`config.mk`:
```
export PLATFORM = sky130hd
export DESIGN_NAME = ubgen_top
export DESIGN_NICKNAME = d
export VERILOG_FILES = /design/src/ubgen_pkg.sv /design/src/ubgen_chan_if.sv /design/src/ubgen_channel.sv /design/src/ubgen_top.sv
export SDC_FILE = /design/constraint.sdc
export NUM_CORES = 1
export LEC_CHECK = 0
export ABC_AREA = 1
export BUFFER_PORTS_ARGS = -buffer_cell sky130_fd_sc_hd__buf_2
export CORE_MARGIN = 3
export CORE_UTILIZATION = 61
export DETAILED_ROUTE_END_ITERATION = 12
export HOLD_SLACK_MARGIN = 0.08
export PLACE_DENSITY = 0.81
export SLEW_MARGIN = 20
export SYNTH_ARGS = -nofsm -noshare
export SYNTH_HDL_FRONTEND = slang
export SYNTH_SLANG_ARGS = --single-unit
export TNS_END_PERCENT = 5
```
`constraint.sdc`:
```
create_clock -name aclk -period 3.3 [get_ports aclk]
set_input_delay 0.495 -clock aclk [delete_from_list [all_inputs] [get_ports aclk]]
set_output_delay 0.495 -clock aclk [all_outputs]
set_load 0.01 [all_outputs]
```
`src/ubgen_pkg.sv`:
```
package ubgen_pkg;
	// oscillator tick and bus clock, both in picoseconds
	localparam int unsigned TICK_PERIOD_PS = 62500;
	localparam int unsigned CLK_PERIOD_PS = 8000;
	// fractional tick accumulator, exact on average
	localparam logic [16:0] ACC_STEP = 17'(CLK_PERIOD_PS);
	localparam logic [16:0] ACC_WRAP = 17'(TICK_PERIOD_PS);
	// register indices; byte address is four times the index
	localparam logic [7:0] IDX_HIGH_A_UP = 8'hA6;
	localparam logic [7:0] IDX_HIGH_A_LO = 8'hA7;
	localparam logic [7:0] IDX_LOW_A_UP = 8'hA9;
	localparam logic [7:0] IDX_LOW_A_LO = 8'hAA;
	localparam logic [7:0] IDX_HIGH_B_UP = 8'hAB;
	localparam logic [7:0] IDX_HIGH_B_LO = 8'hAC;
	localparam logic [7:0] IDX_LOW_B_UP = 8'hAD;
	localparam logic [7:0] IDX_LOW_B_LO = 8'hAE;
	localparam logic [7:0] IDX_TOTAL_A = 8'hAF;
	localparam logic [7:0] IDX_TOTAL_B = 8'hB1;
	localparam logic [7:0] IDX_DEAD = 8'hB2;
	localparam logic [7:0] IDX_MODE = 8'hB3;
	localparam logic [7:0] IDX_CTRL = 8'hC0;
	localparam logic [7:0] IDX_STATUS = 8'hC1;
	// storage slots behind the indices
	localparam logic [3:0] SLOT_HIGH_A_UP = 4'h0;
	localparam logic [3:0] SLOT_HIGH_A_LO = 4'h1;
	localparam logic [3:0] SLOT_LOW_A_UP = 4'h2;
	localparam logic [3:0] SLOT_LOW_A_LO = 4'h3;
	localparam logic [3:0] SLOT_HIGH_B_UP = 4'h4;
	localparam logic [3:0] SLOT_HIGH_B_LO = 4'h5;
	localparam logic [3:0] SLOT_LOW_B_UP = 4'h6;
	localparam logic [3:0] SLOT_LOW_B_LO = 4'h7;
	localparam logic [3:0] SLOT_TOTAL_A = 4'h8;
	localparam logic [3:0] SLOT_TOTAL_B = 4'h9;
	localparam logic [3:0] SLOT_DEAD = 4'hA;
	localparam logic [3:0] SLOT_MODE = 4'hB;
	localparam logic [3:0] SLOT_CTRL = 4'hC;
	localparam logic [3:0] SLOT_STATUS = 4'hE;
	localparam logic [3:0] SLOT_NONE = 4'hF;
	localparam int SLOT_COUNT = 13;
	localparam logic [7:0] REG_RESET = 8'h00;
	// field positions
	localparam int CTRL_START_BIT = 0;
	localparam int CTRL_MANUAL_A_BIT = 1;
	localparam int CTRL_MANUAL_B_BIT = 2;
	// output configuration codes
	localparam logic [2:0] MODE_PUSH_PULL = 3'h0;
	localparam logic [2:0] MODE_GEN_A = 3'h1;
	localparam logic [2:0] MODE_GEN_B = 3'h2;
	localparam logic [2:0] MODE_GEN_BOTH = 3'h3;
	localparam logic [2:0] MODE_MANUAL = 3'h4;
	localparam logic [1:0] RESP_OKAY = 2'h0;
	localparam logic [1:0] RESP_SLVERR = 2'h2;
	typedef enum logic [1:0] {ST_IDLE, ST_WAIT, ST_HIGH, ST_LOW} ubgen_state_t;
endpackage

```
`src/ubgen_chan_if.sv`:
```
`timescale 1ns/1ps
interface ubgen_chan_if;
	logic [10:0] high_time; // high phase length in ticks
	logic [10:0] low_time; // low phase length in ticks
	logic [7:0] dead_time; // cut from end of high phase
	logic [5:0] pulse_total; // pulses per burst
	logic [10:0] delay; // ticks before first pulse
	logic enable; // channel generates in this mode
	logic start; // one-cycle burst start
	logic tick; // one-cycle oscillator tick
	logic drive; // generated level
	logic busy; // burst in progress
	modport ctrl (output high_time, low_time, dead_time, pulse_total,
		delay, enable, start, tick, input drive, busy);
	modport chan (input high_time, low_time, dead_time, pulse_total,
		delay, enable, start, tick, output drive, busy);
endinterface

```
`src/ubgen_channel.sv`:
```
`timescale 1ns/1ps
module ubgen_channel
	import ubgen_pkg::*;
(
	input wire logic aclk,
	input wire logic aresetn,
	ubgen_chan_if.chan ch
);
	ubgen_state_t state; // pulse sequencer
	logic [10:0] cnt; // ticks spent in phase
	logic [5:0] pulses; // pulses finished
	logic [11:0] cnt_next;
	assign cnt_next = {1'b0, cnt} + 12'h001;

	// sequencer; a zero-length phase still lasts one tick
	always_ff @(posedge aclk) begin
		if (!aresetn) begin
			state <= ST_IDLE;
			cnt <= 11'h000;
			pulses <= 6'h00;
		end else begin
			unique case (state)
				ST_IDLE: begin
					// zero pulses means no burst at all
					if (ch.start && ch.enable && ch.pulse_total != 6'h00) begin
						cnt <= 11'h000;
						pulses <= 6'h00;
						state <= (ch.delay != 11'h000) ? ST_WAIT : ST_HIGH;
					end
				end
				ST_WAIT: if (ch.tick) begin
					if (cnt_next >= {1'b0, ch.delay}) begin
						cnt <= 11'h000;
						state <= ST_HIGH;
					end else cnt <= cnt_next[10:0];
				end
				ST_HIGH: if (ch.tick) begin
					if (cnt_next >= {1'b0, ch.high_time}) begin
						cnt <= 11'h000;
						state <= ST_LOW;
					end else cnt <= cnt_next[10:0];
				end
				ST_LOW: if (ch.tick) begin
					if (cnt_next >= {1'b0, ch.low_time}) begin
						cnt <= 11'h000;
						// last pulse done: back to idle, output low
						if ({1'b0, pulses} + 7'h01 >= {1'b0, ch.pulse_total})
							state <= ST_IDLE;
						else begin
							pulses <= pulses + 6'h01;
							state <= ST_HIGH;
						end
					end else cnt <= cnt_next[10:0];
				end
			endcase
		end
	end

	// dead time shaved off the tail of the high phase
	assign ch.drive = (state == ST_HIGH) &&
		({1'b0, cnt} + {4'h0, ch.dead_time} < {1'b0, ch.high_time});
	assign ch.busy = (state != ST_IDLE);

	////////////////////////////////////////////////////////////////////////
	// helper counters watched only by the checks
	ubgen_state_t prev_state;
	logic [11:0] hcount;
	logic [11:0] lcount;
	logic [6:0] pcount;
	always_ff @(posedge aclk) begin
		if (!aresetn) begin
			prev_state <= ST_IDLE;
			hcount <= 12'h000;
			lcount <= 12'h000;
			pcount <= 7'h00;
		end else begin
			prev_state <= state;
			hcount <= (state != ST_HIGH) ? 12'h000 : hcount + {11'h000, ch.tick};
			lcount <= (state != ST_LOW) ? 12'h000 : lcount + {11'h000, ch.tick};
			if (state == ST_IDLE && prev_state == ST_IDLE) pcount <= 7'h00;
			else if (state == ST_LOW && prev_state == ST_HIGH) pcount <= pcount + 7'h01;
		end
	end
endmodule // ubgen_channel

```
`src/ubgen_top.sv`:
```
// Design decision made here: the AXI4-Lite slave port.
`timescale 1ns/1ps
module ubgen_top
	import ubgen_pkg::*;
(
	input wire logic aclk,
	input wire logic aresetn,
	input wire logic [11:0] s_axi_awaddr,
	input wire logic s_axi_awvalid,
	output logic s_axi_awready,
	input wire logic [31:0] s_axi_wdata,
	input wire logic [3:0] s_axi_wstrb,
	input wire logic s_axi_wvalid,
	output logic s_axi_wready,
	output logic [1:0] s_axi_bresp,
	output logic s_axi_bvalid,
	input wire logic s_axi_bready,
	input wire logic [11:0] s_axi_araddr,
	input wire logic s_axi_arvalid,
	output logic s_axi_arready,
	output logic [31:0] s_axi_rdata,
	output logic [1:0] s_axi_rresp,
	output logic s_axi_rvalid,
	input wire logic s_axi_rready,
	output logic drive_output_first,
	output logic drive_output_second
);
	////////////////////////////////////////////////////////////////////////
	// address decode

	// map a byte address to a storage slot
	function automatic logic [3:0] slot_of(input logic [11:0] addr);
		logic [7:0] idx;
		idx = addr[9:2];
		slot_of = SLOT_NONE;
		// upper address bits must be clear
		if (addr[11:10] == 2'b00) begin
			case (idx)
				IDX_HIGH_A_UP: slot_of = SLOT_HIGH_A_UP;
				IDX_HIGH_A_LO: slot_of = SLOT_HIGH_A_LO;
				IDX_LOW_A_UP: slot_of = SLOT_LOW_A_UP;
				IDX_LOW_A_LO: slot_of = SLOT_LOW_A_LO;
				IDX_HIGH_B_UP: slot_of = SLOT_HIGH_B_UP;
				IDX_HIGH_B_LO: slot_of = SLOT_HIGH_B_LO;
				IDX_LOW_B_UP: slot_of = SLOT_LOW_B_UP;
				IDX_LOW_B_LO: slot_of = SLOT_LOW_B_LO;
				IDX_TOTAL_A: slot_of = SLOT_TOTAL_A;
				IDX_TOTAL_B: slot_of = SLOT_TOTAL_B;
				IDX_DEAD: slot_of = SLOT_DEAD;
				IDX_MODE: slot_of = SLOT_MODE;
				IDX_CTRL: slot_of = SLOT_CTRL;
				IDX_STATUS: slot_of = SLOT_STATUS;
				default: slot_of = SLOT_NONE;
			endcase
		end
	endfunction

	////////////////////////////////////////////////////////////////////////
	// write channel

	logic aw_full; // write address captured
	logic w_full; // write data captured
	logic [11:0] awaddr_q; // held write address
	logic [31:0] wdata_q; // held write data
	logic [3:0] wstrb_q; // held byte enables
	logic write_fire; // both halves present, commit now
	logic [3:0] wslot; // decoded write target

	assign write_fire = aw_full && w_full && !s_axi_bvalid;
	assign wslot = slot_of(awaddr_q);

	// address and data taken in either order, response after both
	always_ff @(posedge aclk) begin
		if (!aresetn) begin
			s_axi_awready <= 1'b1;
			s_axi_wready <= 1'b1;
			s_axi_bvalid <= 1'b0;
			s_axi_bresp <= RESP_OKAY;
			aw_full <= 1'b0;
			w_full <= 1'b0;
			awaddr_q <= 12'h000;
			wdata_q <= 32'h0000_0000;
			wstrb_q <= 4'h0;
		end else begin
			// address half
			if (s_axi_awready && s_axi_awvalid) begin
				awaddr_q <= s_axi_awaddr;
				aw_full <= 1'b1;
				s_axi_awready <= 1'b0;
			end
			// data half
			if (s_axi_wready && s_axi_wvalid) begin
				wdata_q <= s_axi_wdata;
				wstrb_q <= s_axi_wstrb;
				w_full <= 1'b1;
				s_axi_wready <= 1'b0;
			end
			// commit and answer; unmapped gets an error
			if (write_fire) begin
				s_axi_bvalid <= 1'b1;
				s_axi_bresp <= (wslot == SLOT_NONE) ? RESP_SLVERR : RESP_OKAY;
				aw_full <= 1'b0;
				w_full <= 1'b0;
			end
			// reopen only after the response is taken
			if (s_axi_bvalid && s_axi_bready) begin
				s_axi_bvalid <= 1'b0;
				s_axi_awready <= 1'b1;
				s_axi_wready <= 1'b1;
			end
		end
	end

	////////////////////////////////////////////////////////////////////////
	// register storage

	logic [7:0] regs [SLOT_COUNT]; // all settings, byte per slot
	logic write_lane0; // byte lane that carries the register
	assign write_lane0 = write_fire && wstrb_q[0] && wslot < 4'(SLOT_COUNT);

	// every bit stored as written except the control start bit, spare upper bits included
	always_ff @(posedge aclk) begin
		if (!aresetn) begin
			for (int i = 0; i < SLOT_COUNT; i++)
				regs[i] <= REG_RESET;
		end else if (write_lane0) begin
			// start bit is a strobe, never stored
			if (wslot == SLOT_CTRL)
				regs[wslot] <= wdata_q[7:0] & ~(8'h01 << CTRL_START_BIT);
			else
				regs[wslot] <= wdata_q[7:0];
		end
	end

	logic start_pulse; // one cycle after a start write
	// start strobe from the control register
	always_ff @(posedge aclk) begin
		if (!aresetn)
			start_pulse <= 1'b0;
		else
			start_pulse <= write_lane0 && wslot == SLOT_CTRL &&
				wdata_q[CTRL_START_BIT];
	end

	////////////////////////////////////////////////////////////////////////
	// read channel

	logic busy_a; // first channel bursting
	logic busy_b; // second channel bursting
	logic [3:0] rslot; // decoded read target
	logic [31:0] rvalue; // word to return
	assign rslot = slot_of(s_axi_araddr);

	// read mux; status is live, unmapped reads zero
	always_comb begin
		rvalue = 32'h0000_0000;
		if (rslot == SLOT_STATUS)
			rvalue = {30'h0000_0000, busy_b, busy_a};
		else if (rslot < 4'(SLOT_COUNT))
			rvalue = {24'h00_0000, regs[rslot]};
	end

	// data returned one cycle after the address is taken
	always_ff @(posedge aclk) begin
		if (!aresetn) begin
			s_axi_arready <= 1'b1;
			s_axi_rvalid <= 1'b0;
			s_axi_rdata <= 32'h0000_0000;
			s_axi_rresp <= RESP_OKAY;
		end else begin
			if (s_axi_arready && s_axi_arvalid) begin
				s_axi_arready <= 1'b0;
				s_axi_rvalid <= 1'b1;
				s_axi_rdata <= rvalue;
				s_axi_rresp <= (rslot == SLOT_NONE) ? RESP_SLVERR : RESP_OKAY;
			end
			if (s_axi_rvalid && s_axi_rready) begin
				s_axi_rvalid <= 1'b0;
				s_axi_arready <= 1'b1;
			end
		end
	end

	////////////////////////////////////////////////////////////////////////
	// oscillator tick

	logic [16:0] acc; // picoseconds toward next tick
	logic tick; // 62.5 ns tick, one cycle wide
	logic [16:0] acc_sum;
	assign acc_sum = acc + ACC_STEP;

	// tick spacing is 7 or 8 cycles, exact on average
	always_ff @(posedge aclk) begin
		if (!aresetn) begin
			acc <= 17'h0_0000;
			tick <= 1'b0;
		end else if (acc_sum >= ACC_WRAP) begin
			acc <= acc_sum - ACC_WRAP;
			tick <= 1'b1;
		end else begin
			acc <= acc_sum;
			tick <= 1'b0;
		end
	end

	////////////////////////////////////////////////////////////////////////
	// channels

	logic [2:0] mode; // output configuration
	logic manual_a; // software level for first output
	logic manual_b; // software level for second output
	logic [10:0] high_a;
	assign mode = regs[SLOT_MODE][2:0];
	assign manual_a = regs[SLOT_CTRL][CTRL_MANUAL_A_BIT];
	assign manual_b = regs[SLOT_CTRL][CTRL_MANUAL_B_BIT];
	assign high_a = {regs[SLOT_HIGH_A_UP][2:0], regs[SLOT_HIGH_A_LO]};

	ubgen_chan_if chan_a ();
	ubgen_chan_if chan_b ();

	// settings for the first output
	assign chan_a.high_time = high_a;
	assign chan_a.low_time = {regs[SLOT_LOW_A_UP][2:0], regs[SLOT_LOW_A_LO]};
	assign chan_a.dead_time = regs[SLOT_DEAD];
	assign chan_a.pulse_total = regs[SLOT_TOTAL_A][5:0];
	assign chan_a.delay = 11'h000;
	assign chan_a.enable = (mode == MODE_PUSH_PULL) || (mode == MODE_GEN_A) ||
		(mode == MODE_GEN_BOTH);
	assign chan_a.tick = tick;
	// a start during a running burst is dropped
	assign chan_a.start = start_pulse && !busy_a && !busy_b;
	assign busy_a = chan_a.busy;

	// settings for the second output
	assign chan_b.high_time = {regs[SLOT_HIGH_B_UP][2:0], regs[SLOT_HIGH_B_LO]};
	assign chan_b.low_time = {regs[SLOT_LOW_B_UP][2:0], regs[SLOT_LOW_B_LO]};
	assign chan_b.dead_time = regs[SLOT_DEAD];
	assign chan_b.pulse_total = regs[SLOT_TOTAL_B][5:0];
	// push-pull: second output starts after the first high phase
	assign chan_b.delay = (mode == MODE_PUSH_PULL) ? high_a : 11'h000;
	assign chan_b.enable = (mode == MODE_PUSH_PULL) || (mode == MODE_GEN_B) ||
		(mode == MODE_GEN_BOTH);
	assign chan_b.tick = tick;
	assign chan_b.start = start_pulse && !busy_a && !busy_b;
	assign busy_b = chan_b.busy;

	ubgen_channel u_chan_a (
		.aclk(aclk),
		.aresetn(aresetn),
		.ch(chan_a.chan)
	);

	ubgen_channel u_chan_b (
		.aclk(aclk),
		.aresetn(aresetn),
		.ch(chan_b.chan)
	);

	////////////////////////////////////////////////////////////////////////
	// output select

	// reserved and illegal codes park both outputs low
	always_ff @(posedge aclk) begin
		if (!aresetn) begin
			drive_output_first <= 1'b0;
			drive_output_second <= 1'b0;
		end else begin
			unique case (mode)
				MODE_PUSH_PULL, MODE_GEN_BOTH: begin
					drive_output_first <= chan_a.drive;
					drive_output_second <= chan_b.drive;
				end
				MODE_GEN_A: begin
					drive_output_first <= chan_a.drive;
					drive_output_second <= manual_b;
				end
				MODE_GEN_B: begin
					drive_output_first <= manual_a;
					drive_output_second <= chan_b.drive;
				end
				MODE_MANUAL: begin
					drive_output_first <= manual_a;
					drive_output_second <= manual_b;
				end
				default: begin
					drive_output_first <= 1'b0;
					drive_output_second <= 1'b0;
				end
			endcase
		end
	end
endmodule // ubgen_top

```
Yosys cells after proc, flatten, opt, wreduce, memory -nomap -nowiden --
Memories as Yosys holds them, arrays and structs flattened. Index checks and enable logic that the tools add are counted.
Cells by class: eq/ne operators 58, reductions and logical operators 52, bitwise operators 2, add/sub/neg operators 10, magnitude comparators 13, mux-type cells 71
Operator list (count):
- 8-bit == test (second input constant) | 28
- 11-bit two-way mux | 15
- 4-bit case mux with 14 select lines | 2
- 11-bit case mux with 4 select lines | 2
- 12-bit by 11-bit >= comparator with 1-bit output | 5
- 6-bit two-way mux | 8
- 2-bit two-way mux | 19
- 8-bit two-way mux | 4
- 11-bit by 1-bit adder with 12-bit output (second input constant) | 2
- 11-bit by 8-bit adder with 12-bit output | 2
- 12-bit by 11-bit < comparator with 1-bit output | 2
- 6-bit case mux with 2 select lines | 2
- 1-bit logical AND | 19
- 17-bit by 13-bit adder with 17-bit output (second input constant) | 1
- 17-bit by 16-bit >= comparator with 1-bit output (second input constant) | 1
- 17-bit two-way mux | 1
- 17-bit by 16-bit subtractor with 17-bit output (second input constant) | 1
- 4-bit == test (second input constant) | 4
- 2-bit by 1-bit != test with 1-bit output (second input constant) | 8
- 2-bit != test (second input constant) | 8
- 2-bit case mux with 4 select lines | 2
- 6-bit by 1-bit adder with 7-bit output (second input constant) | 2
- 7-bit by 6-bit >= comparator with 1-bit output | 2
- 7-bit AND reduction | 2
- other kinds (25) | 64
Storage, ports and cells: bits in writable memories 104, output and inout port bits 43, word-level logic and storage cells 231, memories kept 1, input port bits 67, register bits after elaboration 123
Memory list:
- regs | depth 13, bits a word 8, read ports 14, clocked after Yosys merged registers in 0, wr ports 13, RTL line ubgen_top.sv:117 | logic [7:0] regs [SLOT_COUNT];

Longest topological paths before layout --
depth in word-level cells 11, mapped depth 21, gate-level depth less buffers 19

By module --
A second synthesis with hierarchy kept.
Second synthesis, totals: cells, all modules 1974, area total of the unflattened synthesis 14998.1 µm²
Modules (own cells, without submodules):
- ubgen_top | sequential area each 4794.6 µm², times used 1, cells an instance 1084, area each 9051.2 µm²
- ubgen_channel (u_chan_b) | sequential area each 380.4 µm², times used 1, cells an instance 442, area each 2990.4 µm²
- ubgen_channel (u_chan_a) | sequential area each 380.4 µm², times used 1, cells an instance 448, area each 2956.6 µm²

Least setup slack after synthesis --
OpenSTA, ideal clock, no wires.
kind register -> register, start reg u_chan_b.cnt[0], end reg u_chan_b.cnt[8], data required time 3166 ps, clock period less this slack 2700 ps, setup time 134 ps, cell stages (with the launch flop) 14, path buffers 1, path slack 600 ps, arrival time 2566 ps, cells stage by stage dfxtp_1 -> inv_1 -> nor3_1 -> nand3_1 -> xor2_1 -> inv_1 -> ha_1 -> nand4_1 -> or3_1 -> o2111ai_2 -> nand3_2 -> buf_4 -> nand3_1 -> a21oi_1
On the way: word-level cells in the longest chain between the ends 5, elaborated cells on any way between the ends 11, classes of those cells add/sub: 1; order compare: 3; mux: 7
RTL lines:
- start, declared | RTL line ubgen_channel.sv:10 | logic [10:0] cnt;
- start signal, assigned | RTL line ubgen_channel.sv:35 | end else cnt <= cnt_next[10:0];
- start signal, assigned | RTL line ubgen_channel.sv:41 | end else cnt <= cnt_next[10:0];
- start signal, assigned | RTL line ubgen_channel.sv:53 | end else cnt <= cnt_next[10:0];
- 11-bit by 1-bit adder with 12-bit output (*) | RTL line ubgen_channel.sv:13 | assign cnt_next = {1'b0, cnt} + 12'h001;
- 12-bit by 11-bit >= comparator with 1-bit output, on equally long branches | RTL line ubgen_channel.sv:44, ubgen_channel.sv:32, ubgen_channel.sv:38
- 11-bit two-way mux, on equally long branches | RTL line ubgen_channel.sv:44, ubgen_channel.sv:32, ubgen_channel.sv:38
- 11-bit two-way mux, on equally long branches | RTL line ubgen_channel.sv:43, ubgen_channel.sv:31, ubgen_channel.sv:37
- 11-bit case mux with 4 select lines (*) | RTL line ubgen_channel.sv:22 | unique case (state)
Mark *: on every way between the ends. The rest lies on a longest branch, timed or not. The select of a mux whose other input is x is not followed. A chain may end at the register's enable or synchronous reset.

==> results_dict.tcl <==
set metrics [dict create \
    status "complete, no violations" \
    cp-end-kind "register" \
    drive_gt1_frac 0.09410 \
    finalCritPeriodShare 0.9434 \
    final_common_cell "nand2_1" \
    core_sq_um 22090 \
    fin_nets 2042 \
    fmax_mhz 321.2 \
    clockBufferDepth 3 \
    cp_common_cell "nand2_1" \
    ys_async_sr_fraction 0 \
    io_pins 110 \
    clkLatencyLatePin_ps 520 \
    dpl.hpwl_um 25920 \
    viasPerCell 5.717 \
    antenna_found_initial 0 \
    ys_dominant_reg_cell "edfxtp_1" \
    cts_sinks 215 \
    vdd_drop_max_mv 0.4670 \
    htree_levels 1 \
    clkTransAtPathRegs_ps 60 \
    grt_max_degree 62 \
    critPathArrivalTime_ps 3560 \
    cts.root.buffer_cell "clkbuf_16" \
    seqCellArea_sq_um 5527 \
    die_height_um 156.9 \
    cp_top_family "adder cells" \
    avgRoutedWirePerCell_um 16.50 \
    crit_buf_inv 1 \
    most-common-layout-cells "nand2_1 (375), nor2_1 (245), inv_1 (218)" \
    power.density_nw_per_um2 432.5 \
    netlist_instances 1795 \
    grt_pass1_vias 11490 \
    numPortBuffers 52 \
    drc 0 \
    whs_ps 205.0 \
    wl_um 35650 \
    drt_iter0_drc 1032 \
    setup_viol 0 \
    dieArea_sq_um 24620 \
    tightest_slew_ps 930.1 \
    grt_pass1_wl_um 56950 \
    hp-class "in -> reg" \
    gp_congestion 0.9876 \
    slew_violations 0 \
    cp_cell_sequence "ha_2 -> fa_1 -> nand3_1 -> nand2_1 -> a21oi_1 -> inv_1 -> a21oi_2 -> xor2_1 -> ha_1 -> nand2_1 -> nor2_1 -> a211oi_1 -> o21ai_1 -> nand3_1 -> nand2_1 -> nand2_1 -> nand3_1 -> a21oi_1" \
    start_util 0.6288 \
    crit_required_ps 3740 \
    nFillCells 1786 \
    hold_viol_final 0 \
    p_leak_uw 0.007074 \
    synth_edf_count 122 \
    synth_seq_cells 215 \
    n_antenna_cell 0 \
    cts_tree "yes" \
    period_needed_ps 3113 \
    drt_first_pass_iters 5 \
    synth_cell_types 55 \
    synthesis.area_sq_um 13890 \
    skew_ps 11.15 \
    crit_fanout 3 \
    cts_made_buffers 24 \
    synth_warnings 0 \
    drv_cap 0 \
    seq_area_frac_synth 0.3977 \
    rows 54 \
    fin_util 0.6862 \
    dr_total_vias 12350 \
    grt_use_total 0.2876 \
    die_w_um 156.9 \
    syn_to_final_growth_pct 9.133 \
    worst-setup-path-type "reg -> reg" \
    cp-start-kind "register" \
    overflow 0 \
    maxSlewHeadroom 0.3720 \
    multi_input_area_sq_um 7237 \
    cp_slowest_cell "edfxtp_1" \
    critPathMaxStageDelay_ps 470 \
    drtAntennaViolNets 0 \
    synth_area_per_cell_sq_um 7.739 \
]
## cells by family (layout without fill, tap and decap cells)
family / after synthesis / after routing / synth area share
other cells: 1 / 45 / 0.0002699
xor+xnor: 47 / 47 / 0.02963
fa+ha+maj: 112 / 112 / 0.1020
compound gates: 276 / 276 / 0.1078
simple gates: 840 / 840 / 0.2661
flops: 215 / 215 / 0.3977
buf+inv: 304 / 346 / 0.09646
## state kept, by name, indices dropped and copies added, names as in the netlist, 2 cells and up
signal,flops
wdata_q,8
u_chan_a.state,2
regs,122
s_axi_rdata,8
u_chan_a.cnt,11
acc,15
u_chan_b.state,2
u_chan_b.cnt,11
u_chan_a.pulses,6
awaddr_q,10
u_chan_b.pulses,6
## tightest hold or removal path: cells and delay by family
kind / cells / cell delay, ps
buffers and inverters: 1 / 80
AO/OA/AOI/OAI: 1 / 70
AND/OR/NAND/NOR: 1 / 50
## routing by layer
| layer | vias to the layer above | track usage | routed length (um) |
|---|---|---|---|
| met5 | - | 0 | 0 |
| met4 | 0 | 0.09671 | 1362 |
| met3 | 93 | 0.03739 | 2974 |
| met2 | 545 | 0.4902 | 16830 |
| met1 | 5734 | 0.3801 | 14480 |
| li1 | 5982 | - | - |
## repair_timing
action                     in CTS  in global routing
buffers inserted                0                  1
setup endpoints to repair       0                 21
hold buffers                    0                  0
resized for setup               0                 11
## cell type report
type,instances,area share
Clock buffer,34,0.04547
Clock inverter,10,0.003961
Inverter,231,0.05736
Multi-Input combinational cell,1320,0.4773
Sequential cell,215,0.3645
Tap cell,280,0.02311
Timing Repair Buffer,71,0.02822
## power breakdown
part | switching, uW | leakage, uW | internal, uW | total, uW
Clock | 1100 | 0.000362 | 1460 | 2560
Sequential | 99.4 | 0.00202 | 2970 | 3070
Combinational | 650 | 0.00469 | 275 | 925
Total | 1850 | 0.00707 | 4710 | 6560
## cells in the mapped netlist (7+ instances only)
library cell  count  area share
nand4_1          30       0.014
xor2_1           38       0.024
inv_1           218       0.059
nand3b_1          9      0.0049
o211ai_1          7      0.0038
dfxtp_1          93        0.13
buf_4            30       0.016
edfxtp_1        122        0.26
nand2_1         375        0.10
clkbuf_1         22      0.0059
o21ai_1          16      0.0058
o21ai_0          73       0.026
nor2_2            9      0.0041
buf_2            10      0.0036
inv_2            10      0.0027
a21oi_1         150       0.054
buf_6             8      0.0065
nand2_2          12      0.0054
ha_1            110       0.099
nor2_1          245       0.066
xnor2_1           9      0.0057
nor3_1           19      0.0068
nand3_1         114       0.041
## per-stage QoR
stage / setup slack [ps] / setup TNS, ps / total power [uW] / instances / area [sq um]
global placement: 169.5 / 0 / 3987 / 2116 / 14360
finish: 186.9 / 0 / 6558 / 2161 / 15160
global route: -32.45 / -33.44 / 6812 / 2161 / 15160
detailed placement: 124.7 / 0 / 4019 / 2116 / 14360
CTS: 83.99 / 0 / 6534 / 2160 / 15110
floorplan: 600.2 / 0 / 3802 / 1839 / 14060
## final timing paths
check	start	to	cells past startpoint	slack, ps
max reg2reg	regs[10][0]	drive_output_first	18	190
min reg2reg	wdata_q[1]	regs[13][1]	0	430
min	s_axi_rready	s_axi_arready	3	210
max	regs[10][0]	drive_output_first	18	190
Power figures use the tool's default switching activity.
